$ cat src/design/rr_interval_pkg.sv
// constants for the r-to-r interval timer
package rr_interval_pkg;
  localparam int unsigned INTERVAL_BITS  = 14;
  localparam int unsigned WORD_BITS      = 24;
  localparam int unsigned INTERVAL_SHIFT = 10;
  localparam logic [13:0] OVERFLOW_CODE  = 14'h3FFF;
  localparam logic [23:0] VALUE_RESET    = 24'h000000;
  // beat_flag_clear_mode encodings
  localparam logic [1:0]  CLR_ON_STATUS  = 2'h0;
  localparam logic [1:0]  CLR_ON_VALUE   = 2'h1;
  localparam logic [1:0]  CLR_SELF       = 2'h2;
  localparam int unsigned MODE_IND_BIT   = 1;
  // interval lsb time and its cycle count at ref_clk
  localparam int unsigned CLK_PERIOD_PS  = 5000;
  localparam int unsigned LSB_TIME_US    = 8000;
  localparam int unsigned LSB_CYCLES     = (LSB_TIME_US * 1000) / (CLK_PERIOD_PS / 1000);
endpackage

$ cat src/design/rr_count_if.sv
// link between the interval counter and the result logic
`timescale 1ns/1ps
`default_nettype none
interface rr_count_if #(parameter int unsigned W = 14);
  logic [W-1:0] count;    // running interval count
  logic         overflow; // one-cycle pulse on wrap
  logic         restart;  // clear count to zero
  modport counter  (output count, output overflow, input restart);
  modport consumer (input count, input overflow, output restart);
endinterface
`default_nettype wire

$ cat src/design/rr_interval_timer.sv
// r-to-r interval result word and beat event flag
`timescale 1ns/1ps
`default_nettype none
// Contract
// the result is 14 bits left justified in a 24-bit word whose 10 low bits read zero.
// the result word holds the time between the two latest R events.
// the counter steps once per lsb period of about 8 ms set by configuration.
// R events come from beat detection on the ECG output data stream.
// each new R event loads the interval into the result and sets the beat flag.
// with clear mode 01 the flag clears when the result word is read.
// with clear mode 00 the flag clears when the status word is read.
// with clear mode 10 the flag clears itself after one full ECG data cycle.
// the host picks self clearing only when the second interrupt pin is a heart-rate indicator.
// in interrupt mode a counter overflow sets the flag and loads 0x3FFF.
// an overflow result is reset once it has been read back.
// the flag clears apart from the result word, by the read the clear mode picks.
// in indicator mode an overflow just wraps, with no flag and no code.
// the counter restarts from zero on each R event after its count is captured.
module rr_interval_timer #(
  parameter int unsigned LSB_CYCLES = rr_interval_pkg::LSB_CYCLES
) (
  input  wire logic        ref_clk,              // 200 MHz clock
  input  wire logic        srst,                 // sync reset, high
  input  wire logic        r_event,              // beat detector R event pulse
  input  wire logic        ecg_data_tick,        // pulse per ECG data cycle
  input  wire logic        lsb_tick_en,          // interval timing base running
  input  wire logic [1:0]  beat_flag_clear_mode, // from interrupt_manage_word
  input  wire logic        value_read,           // pulse: result word read done
  input  wire logic        status_read,          // pulse: status word read done
  output logic [23:0]      rr_interval_value,    // read-only result word
  output logic             beat_event_flag,      // status bit
  output logic             second_interrupt_out_n // active-low beat indicator
);
  localparam int unsigned W = rr_interval_pkg::INTERVAL_BITS;

  rr_count_if #(.W(W)) cnt ();

  rr_interval_counter #(
    .W          (W),
    .LSB_CYCLES (LSB_CYCLES)
  ) u_counter (
    .ref_clk     (ref_clk),
    .srst        (srst),
    .lsb_tick_en (lsb_tick_en),
    .cnt         (cnt)
  );

  // ---------------------------------------------------------------
  // result word and flag
  // ---------------------------------------------------------------
  logic [W-1:0] value_q, value_d;
  logic         ovf_held_q, ovf_held_d;
  logic         flag_q, flag_d;
  logic         int_n_q, int_n_d;
  logic         ind_mode;
  logic         ovf_set;
  logic         flag_set;
  logic         flag_clr;

  // r_event is produced from filtered ECG output samples upstream
  assign cnt.restart = r_event;

  always_comb begin
    ind_mode   = beat_flag_clear_mode[rr_interval_pkg::MODE_IND_BIT];
    ovf_set    = cnt.overflow && !ind_mode && !r_event;
    flag_set   = r_event || ovf_set;
    value_d    = value_q;
    ovf_held_d = ovf_held_q;
    if (r_event) begin
      value_d    = cnt.count;
      ovf_held_d = 1'b0;
    end else if (ovf_set) begin
      value_d    = rr_interval_pkg::OVERFLOW_CODE;
      ovf_held_d = 1'b1;
    end else if (ovf_held_q && value_read) begin
      // lets the host see each later overflow as a fresh 0x3FFF
      value_d    = '0;
      ovf_held_d = 1'b0;
    end
    case (beat_flag_clear_mode)
      rr_interval_pkg::CLR_ON_STATUS: flag_clr = status_read;
      rr_interval_pkg::CLR_ON_VALUE:  flag_clr = value_read;
      default:                        flag_clr = ecg_data_tick;
    endcase
    // a set in the cycle of a clear wins so no beat is lost
    flag_d  = flag_set ? 1'b1 : (flag_clr ? 1'b0 : flag_q);
    int_n_d = !flag_d;
  end

  always_ff @(posedge ref_clk) begin
    if (srst) begin
      value_q    <= '0;
      ovf_held_q <= 1'b0;
      flag_q     <= 1'b0;
      int_n_q    <= 1'b1;
    end else begin
      value_q    <= value_d;
      ovf_held_q <= ovf_held_d;
      flag_q     <= flag_d;
      int_n_q    <= int_n_d;
    end
  end

  assign rr_interval_value      = {value_q, 10'h000};
  assign beat_event_flag        = flag_q;
  assign second_interrupt_out_n = int_n_q;

  // ---------------------------------------------------------------
  // checks
  // ---------------------------------------------------------------
  property p_low_zero;
    @(posedge ref_clk) disable iff (srst)
      rr_interval_value[9:0] == 10'h000;
  endproperty
  a_low_zero: assert property (p_low_zero) else $error("low result bits not zero");

  property p_beat_load;
    @(posedge ref_clk) disable iff (srst)
      r_event |=> beat_event_flag && rr_interval_value[23:10] == $past(cnt.count);
  endproperty
  a_beat_load: assert property (p_beat_load) else $error("R event did not load result");

  property p_restart;
    @(posedge ref_clk) disable iff (srst)
      r_event |=> cnt.count == '0;
  endproperty
  a_restart: assert property (p_restart) else $error("counter not restarted");

  property p_clr_value;
    @(posedge ref_clk) disable iff (srst)
      beat_flag_clear_mode == 2'h1 && value_read && !flag_set |=> !beat_event_flag;
  endproperty
  a_clr_value: assert property (p_clr_value) else $error("flag kept after result read");

  property p_clr_status;
    @(posedge ref_clk) disable iff (srst)
      beat_flag_clear_mode == 2'h0 && status_read && !flag_set |=> !beat_event_flag;
  endproperty
  a_clr_status: assert property (p_clr_status) else $error("flag kept after status read");

  property p_clr_self;
    @(posedge ref_clk) disable iff (srst)
      beat_flag_clear_mode[1] && ecg_data_tick && !flag_set |=> !beat_event_flag;
  endproperty
  a_clr_self: assert property (p_clr_self) else $error("flag did not self clear");

  property p_clr_apart;
    @(posedge ref_clk) disable iff (srst)
      beat_flag_clear_mode == 2'h0 && beat_event_flag && value_read && !status_read
      |=> beat_event_flag;
  endproperty
  a_clr_apart: assert property (p_clr_apart) else $error("result read cleared flag");

  property p_ovf_int;
    @(posedge ref_clk) disable iff (srst)
      cnt.overflow && !beat_flag_clear_mode[1] && !r_event
      |=> beat_event_flag && rr_interval_value == 24'hFFFC00;
  endproperty
  a_ovf_int: assert property (p_ovf_int) else $error("overflow code not loaded");

  property p_ovf_read;
    @(posedge ref_clk) disable iff (srst)
      ovf_held_q && value_read && !r_event && !ovf_set |=> rr_interval_value == 24'h000000;
  endproperty
  a_ovf_read: assert property (p_ovf_read) else $error("overflow result not reset");

  property p_ovf_ind;
    @(posedge ref_clk) disable iff (srst)
      cnt.overflow && beat_flag_clear_mode[1] && !r_event && !beat_event_flag
      && !(ovf_held_q && value_read)
      |=> !beat_event_flag && $stable(rr_interval_value);
  endproperty
  a_ovf_ind: assert property (p_ovf_ind) else $error("indicator overflow touched state");

  property p_pin_follow;
    @(posedge ref_clk) disable iff (srst)
      second_interrupt_out_n == !beat_event_flag;
  endproperty
  a_pin_follow: assert property (p_pin_follow) else $error("indicator pin out of step");

  // ---------------------------------------------------------------
  // checks: reset, result hold and counter
  // ---------------------------------------------------------------
  property p_reset_state;
    @(posedge ref_clk)
      srst |=> rr_interval_value == 24'h000000 && !beat_event_flag
        && second_interrupt_out_n && cnt.count == 14'h0000;
  endproperty
  a_reset_state: assert property (p_reset_state) else $error("reset state wrong");

  property p_value_hold;
    @(posedge ref_clk) disable iff (srst)
      !r_event && !ovf_set && !(ovf_held_q && value_read) |=> $stable(rr_interval_value);
  endproperty
  a_value_hold: assert property (p_value_hold) else $error("result word moved unasked");

  property p_count_frozen;
    @(posedge ref_clk) disable iff (srst)
      !lsb_tick_en && !r_event |=> $stable(cnt.count);
  endproperty
  a_count_frozen: assert property (p_count_frozen) else $error("count moved, base stopped");

  property p_count_step;
    @(posedge ref_clk) disable iff (srst)
      !r_event |=> cnt.count == $past(cnt.count)
        || cnt.count == $past(cnt.count) + 14'h0001;
  endproperty
  a_count_step: assert property (p_count_step) else $error("count jumped");

  property p_wrap;
    @(posedge ref_clk) disable iff (srst)
      cnt.overflow |-> cnt.count == 14'h0000 && $past(cnt.count) == 14'h3FFF;
  endproperty
  a_wrap: assert property (p_wrap) else $error("overflow pulse without wrap");

  // ---------------------------------------------------------------
  // checks: beat flag and pin
  // ---------------------------------------------------------------
  property p_flag_quiet;
    @(posedge ref_clk) disable iff (srst)
      !beat_event_flag && !r_event && !(cnt.overflow && !beat_flag_clear_mode[1])
      |=> !beat_event_flag;
  endproperty
  a_flag_quiet: assert property (p_flag_quiet) else $error("flag rose with no event");

  property p_flag_hold;
    @(posedge ref_clk) disable iff (srst)
      beat_event_flag
      && !(beat_flag_clear_mode == rr_interval_pkg::CLR_ON_STATUS && status_read)
      && !(beat_flag_clear_mode == rr_interval_pkg::CLR_ON_VALUE && value_read)
      && !(beat_flag_clear_mode[1] && ecg_data_tick)
      |=> beat_event_flag;
  endproperty
  a_flag_hold: assert property (p_flag_hold) else $error("flag dropped unasked");

  property p_set_wins;
    @(posedge ref_clk) disable iff (srst)
      r_event && (status_read || value_read || ecg_data_tick)
      |=> beat_event_flag;
  endproperty
  a_set_wins: assert property (p_set_wins) else $error("clear beat a new event");

  property p_value_mode_keeps;
    @(posedge ref_clk) disable iff (srst)
      beat_flag_clear_mode == 2'h1 && beat_event_flag && status_read && !value_read
      |=> beat_event_flag;
  endproperty
  a_value_mode_keeps: assert property (p_value_mode_keeps) else $error("status read cleared");

  property p_self_mode_keeps;
    @(posedge ref_clk) disable iff (srst)
      beat_flag_clear_mode[1] && beat_event_flag && !ecg_data_tick |=> beat_event_flag;
  endproperty
  a_self_mode_keeps: assert property (p_self_mode_keeps) else $error("early self clear");

  property p_status_mode_keeps;
    @(posedge ref_clk) disable iff (srst)
      beat_flag_clear_mode == 2'h0 && beat_event_flag && ecg_data_tick && !status_read
      |=> beat_event_flag;
  endproperty
  a_status_mode_keeps: assert property (p_status_mode_keeps) else $error("tick cleared");

  property p_pin_beat;
    @(posedge ref_clk) disable iff (srst)
      r_event |=> !second_interrupt_out_n;
  endproperty
  a_pin_beat: assert property (p_pin_beat) else $error("pin idle after beat");

  property p_pin_ovf;
    @(posedge ref_clk) disable iff (srst)
      cnt.overflow && !beat_flag_clear_mode[1] |=> !second_interrupt_out_n;
  endproperty
  a_pin_ovf: assert property (p_pin_ovf) else $error("pin idle after overflow");

  // ---------------------------------------------------------------
  // checks: overflow result
  // ---------------------------------------------------------------
  property p_ovf_held_code;
    @(posedge ref_clk) disable iff (srst)
      ovf_held_q |-> rr_interval_value == 24'hFFFC00;
  endproperty
  a_ovf_held_code: assert property (p_ovf_held_code) else $error("held overflow lost code");

  property p_ovf_held_drop;
    @(posedge ref_clk) disable iff (srst)
      ovf_held_q && value_read && !r_event && !ovf_set |=> !ovf_held_q;
  endproperty
  a_ovf_held_drop: assert property (p_ovf_held_drop) else $error("overflow kept after read");

  property p_plain_read_keeps;
    @(posedge ref_clk) disable iff (srst)
      !ovf_held_q && value_read && !r_event && !ovf_set |=> $stable(rr_interval_value);
  endproperty
  a_plain_read_keeps: assert property (p_plain_read_keeps) else $error("read reset result");

  property p_ind_keeps_value;
    @(posedge ref_clk) disable iff (srst)
      beat_flag_clear_mode[1] && cnt.overflow && !r_event && !(ovf_held_q && value_read)
      |=> $stable(rr_interval_value);
  endproperty
  a_ind_keeps_value: assert property (p_ind_keeps_value) else $error("wrap changed result");

  property p_beat_drops_held;
    @(posedge ref_clk) disable iff (srst)
      r_event |=> !ovf_held_q;
  endproperty
  a_beat_drops_held: assert property (p_beat_drops_held) else $error("beat kept overflow");
endmodule
`default_nettype wire

$ cat src/design/rr_interval_counter.sv
// prescaled interval counter with wrap pulse
`timescale 1ns/1ps
`default_nettype none
module rr_interval_counter #(
  parameter int unsigned W          = 14,
  parameter int unsigned LSB_CYCLES = rr_interval_pkg::LSB_CYCLES
) (
  input  wire logic    ref_clk,  // 200 MHz clock
  input  wire logic    srst,     // sync reset, high
  input  wire logic    lsb_tick_en, // run prescaler
  rr_count_if.counter  cnt       // count, wrap, restart
);
  logic [31:0]  pre_q, pre_d;
  logic [W-1:0] count_q, count_d;
  logic         ovf_q, ovf_d;
  logic         tick;

  always_comb begin
    tick    = lsb_tick_en && (pre_q == LSB_CYCLES - 1);
    pre_d   = tick ? 32'h0 : (lsb_tick_en ? pre_q + 32'h1 : pre_q);
    count_d = count_q;
    ovf_d   = 1'b0;
    if (cnt.restart) begin
      // restart also realigns the prescaler so each beat starts a full lsb
      count_d = '0;
      pre_d   = 32'h0;
    end else if (tick) begin
      count_d = count_q + W'(1);
      ovf_d   = (count_q == {W{1'b1}});
    end
  end

  always_ff @(posedge ref_clk) begin
    if (srst) begin
      pre_q   <= 32'h0;
      count_q <= '0;
      ovf_q   <= 1'b0;
    end else begin
      pre_q   <= pre_d;
      count_q <= count_d;
      ovf_q   <= ovf_d;
    end
  end

  assign cnt.count    = count_q;
  assign cnt.overflow = ovf_q;
endmodule
`default_nettype wire

$ cat config.mk
export PLATFORM = sky130hd
export DESIGN_NAME = rr_interval_timer
export DESIGN_NICKNAME = d
export VERILOG_FILES = /design/src/design/rr_interval_pkg.sv /design/src/design/rr_count_if.sv /design/src/design/rr_interval_timer.sv /design/src/design/rr_interval_counter.sv
export SDC_FILE = /design/constraint.sdc
export NUM_CORES = 1
export LEC_CHECK = 0
export ABC_AREA = 1
export BUFFER_PORTS_ARGS = -buffer_cell sky130_fd_sc_hd__clkbuf_2
export CORE_ASPECT_RATIO = 1.75
export CORE_MARGIN = 2
export CORE_UTILIZATION = 60
export CTS_BUF_LIST = sky130_fd_sc_hd__clkbuf_4 sky130_fd_sc_hd__clkbuf_8 sky130_fd_sc_hd__clkbuf_16
export DETAILED_ROUTE_END_ITERATION = 8
export PLACE_DENSITY = 0.81
export SKIP_CTS_REPAIR_TIMING = 1
export SLEW_MARGIN = 30
export SYNTH_ARGS = -nofsm -noshare
export SYNTH_HDL_FRONTEND = slang
export SYNTH_SLANG_ARGS = --single-unit
$ cat constraint.sdc
create_clock -name ref_clk -period 4.2 [get_ports ref_clk]
set_input_delay 0.42 -clock ref_clk [delete_from_list [all_inputs] [get_ports ref_clk]]
set_output_delay 0.42 -clock ref_clk [all_outputs]
set_load 0.02 [all_outputs]
==> metrics.log <==
[metrics] final critical-path share of the clock period: 0.4344
[metrics] transition at the pin with the smallest max-transition slack: 561.2 ps
[metrics] count of warnings emitted by yosys: 0
[metrics] initial core utilization: 0.6169
[metrics] Post-Route WL: 9105 µm
[metrics] syn_area_per_cell: 6.536 µm²
[metrics] via-per-instance ratio: 5.492
[metrics] Finished Layout Cells: 658
[metrics] post-DP HPWL: 6917 µm
[metrics] net count of the finished layout: 586
[metrics] count of final setup violators: 0
[metrics] Clk Latency, worst-skew pair: 370 ps
[metrics] diode insertion count for antenna repair: 0
[metrics] Detail Route Antenna Nets: 0
[metrics] Wirelength per Cell: 13.84 µm
[metrics] placer congestion estimate: 0.9484
[metrics] CTS H-tree lvls: 3
[metrics] critical path arrival: 2090 ps
[metrics] maximum fanout count along the critical path: 31
[metrics] post-synthesis instance area: 3627 µm²
[metrics] worst clock skew: 8.104 ps
[metrics] clock transition at the register clock pins on the worst setup and hold paths after CTS: 70 ps
[metrics] CTS tree: built
[metrics] area of the die: 6708 µm²
[metrics] starting DRC count in detailed routing: 229
[metrics] launch instance of the worst min-delay path: value_read
[metrics] final hold slack: 377.1 ps
[metrics] MaxCap Viol Count: 0
[metrics] Crit path required time: 4470 ps
[metrics] die width: 62.78 µm
[metrics] worst reg2reg endpoint: u_counter.cnt.count[2]
[metrics] first drt pass iteration count: 6
[metrics] share of layout cells above drive strength 1: 0.1103
[metrics] cell area reported after detailed placement: 3725 µm²
[metrics] number of hold-slack violations in the final timing report: 0
[metrics] post-synthesis cell type count: 30
[metrics] post-synthesis cell type with the largest combined area: sky130_fd_sc_hd__dfxtp_1
[metrics] Via Count: 3,614
[metrics] port buffer count: 24
[metrics] clock net sink count: 64
[metrics] launch instance of the worst register-to-register path: u_counter.pre_q[0]
[metrics] Std-Cell Rows: 37
[metrics] portion of synthesized cell area occupied by the leading cell type: 0.3532
[metrics] aggregate global-route resource usage: 0.2908
[metrics] number of placed instances, taps included: 642
[metrics] hold-critical path endpoint: ovf_held_q
[metrics] Residual DRC: 0
[metrics] number of synthesized register bits: 64
[metrics] post-synthesis to final-layout area growth: 8.072%
[metrics] Gate Count Post-Synth: 555
[metrics] IR drop worst, VDD: 0.2338 mV
[metrics] Congestion Overflow GR: 0
[metrics] min cycle time layout: 1824 ps
[metrics] share of the yosys chip area belonging to registers: 0.3532
[metrics] Slew Viols, Final: 0
[metrics] first-pass GRT wire length: 15,180 µm
[metrics] type of element launching the critical path: register
[metrics] power per standard cell area: 301.1 nW/µm²
[metrics] Worst Setup End Kind: register
[metrics] number of buffers on the longest clock path: 2
[metrics] final total negative setup slack: 0 ps
[metrics] Worst Reg-to-Reg Cells: 10
[metrics] largest cells by area after synthesis: sky130_fd_sc_hd__dfxtp_1 (35%), sky130_fd_sc_hd__nand2_1 (16%), sky130_fd_sc_hd__nor2_1 (9.6%), sky130_fd_sc_hd__nand3_1 (6.3%), sky130_fd_sc_hd__inv_1 (5.7%)
[metrics] static leakage power: 1.424 nW
[metrics] number of antenna violations at the first check in global routing: 0
[metrics] outcome: finished clean
[metrics] Top-Level Pins: 35
[metrics] core footprint: 5879 µm²
[metrics] number of buffers created by CTS: 9
[metrics] critical path type: reg2reg
[metrics] type of the most critical hold path: in2reg
[metrics] vias in the first global route: 3,535
[metrics] hold path cells: 4
[metrics] Final Cell Area: 3920 µm²
[metrics] Fmax: 548.1 MHz
[metrics] clk root buf: sky130_fd_sc_hd__clkbuf_8
[metrics] worst setup slack for register-to-register paths: 2380 ps
[metrics] maximum number of pins on one net before global-route repair: 32
[metrics] die height: 106.9 µm
[metrics] setup repair after global routing missed its margin: no
[metrics] Max transition margin: 0.6258
-- power by group --
group	total, mW	leakage, nW	internal [mW]	switching (mW)
Clock	0.528	0.0955	0.277	0.251
Combinational	0.0425	0.813	0.00846	0.0340
Sequential	0.609	0.516	0.608	0.000993
-- cell families after synthesis --
logic type,after synthesis,synth area share
simple gates,341,0.4174
fa+ha+maj,2,0.006898
flops,64,0.3532
other cells,1,0.001034
buf+inv,83,0.1035
compound gates,41,0.06244
xor+xnor,23,0.05554
-- synthesized netlist by cell type --
library cell,count
sky130_fd_sc_hd__inv_2,4
sky130_fd_sc_hd__nand3_1,46
sky130_fd_sc_hd__ha_1,2
sky130_fd_sc_hd__nand3_2,1
sky130_fd_sc_hd__inv_1,55
sky130_fd_sc_hd__buf_4,14
sky130_fd_sc_hd__nor2_1,93
sky130_fd_sc_hd__nor3_1,9
sky130_fd_sc_hd__o21ai_0,4
sky130_fd_sc_hd__nand3_4,1
sky130_fd_sc_hd__o211ai_1,1
sky130_fd_sc_hd__nand3b_1,1
sky130_fd_sc_hd__a31oi_1,15
sky130_fd_sc_hd__xnor2_1,7
sky130_fd_sc_hd__nand2_1,153
sky130_fd_sc_hd__dfxtp_1,64
sky130_fd_sc_hd__buf_6,1
sky130_fd_sc_hd__a21oi_1,21
sky130_fd_sc_hd__nand4_1,19
sky130_fd_sc_hd__conb_1,1
sky130_fd_sc_hd__clkbuf_1,6
sky130_fd_sc_hd__nor2_4,4
sky130_fd_sc_hd__nor3_2,1
sky130_fd_sc_hd__nand2_4,2
sky130_fd_sc_hd__nor2_8,1
sky130_fd_sc_hd__xor2_1,16
sky130_fd_sc_hd__nor2_2,5
sky130_fd_sc_hd__buf_2,3
sky130_fd_sc_hd__nand2_2,4
sky130_fd_sc_hd__nor3b_1,1
-- worst max-delay path, cell delays in order, from the launching register on --
cell	delay (ps)
sky130_fd_sc_hd__dfxtp_1	360
sky130_fd_sc_hd__ha_1	230
sky130_fd_sc_hd__nand3_1	150
sky130_fd_sc_hd__inv_1	160
sky130_fd_sc_hd__nand2_4	100
sky130_fd_sc_hd__nor2_8	120
sky130_fd_sc_hd__nand3_4	110
sky130_fd_sc_hd__nand2_4	300
sky130_fd_sc_hd__nand2_1	90
sky130_fd_sc_hd__nand2_1	70
sky130_fd_sc_hd__inv_1	30
-- registers in the layout, summed over array words and instances, names as in the netlist --
register / cells
u_counter.cnt.count: 14
second_interrupt_out_n: 1
beat_event_flag: 1
u_counter.cnt.overflow: 1
value_q: 14
u_counter.pre_q: 32
ovf_held_q: 1
-- stage by stage --
stage / total power, mW / setup slack (ps) / util
6_report: 1.180 / 2376 / 0.6667
5_1_grt: 1.220 / 2201 / 0.6667
4_1_cts: 1.189 / 2393 / 0.6661
3_5_place_dp: 0.6653 / 2212 / 0.6335
3_3_place_gp: 0.6645 / 2250 / 0.6335
2_1_floorplan: 0.6655 / 2727 / -
-- cell usage in the layout (no fill, tap or decap), types with 10 or more instances in the layout --
cell type,n
sky130_fd_sc_hd__clkbuf_2,24
sky130_fd_sc_hd__a31oi_1,15
sky130_fd_sc_hd__nand3_1,46
sky130_fd_sc_hd__inv_1,55
sky130_fd_sc_hd__conb_1,10
sky130_fd_sc_hd__dfxtp_1,64
sky130_fd_sc_hd__nand2_1,153
sky130_fd_sc_hd__nor2_1,93
sky130_fd_sc_hd__xor2_1,16
sky130_fd_sc_hd__a21oi_1,20
sky130_fd_sc_hd__nand4_1,19
-- per-layer routing --
layer,part of all wire,track usage
met2,0.53,0.5323
met4,0.072,0.2524
met3,0.050,0.06191
met1,0.35,0.2658
met5,0,0
-- cell type report --
class	instances	area (µm²)
Tap cell	78	97.59
Multi-Input combinational cell	417	2008
Clock inverter	6	60.06
Clock buffer	10	131.4
Inverter	59	221.5
Fill cell	582	1959
Timing Repair Buffer	24	120.1
Sequential cell	64	1281
-- worst max path at each step --
| stage | startpoint | endpoint | slack, ps | depth (start not counted) |
|---|---|---|---|---|
| after floorplan | lsb_tick_en | u_counter.cnt.count[6] | 2730 | 11 |
| after global placement | lsb_tick_en | u_counter.cnt.count[2] | 2250 | 10 |
| after detailed placement | lsb_tick_en | u_counter.cnt.count[2] | 2210 | 10 |
| after CTS | u_counter.pre_q[0] | u_counter.cnt.count[2] | 2390 | 10 |
| after global routing | u_counter.pre_q[1] | u_counter.cnt.count[2] | 2200 | 10 |
| final | u_counter.pre_q[0] | u_counter.cnt.count[2] | 2380 | 10 |
Power figures use the tool's default switching activity.
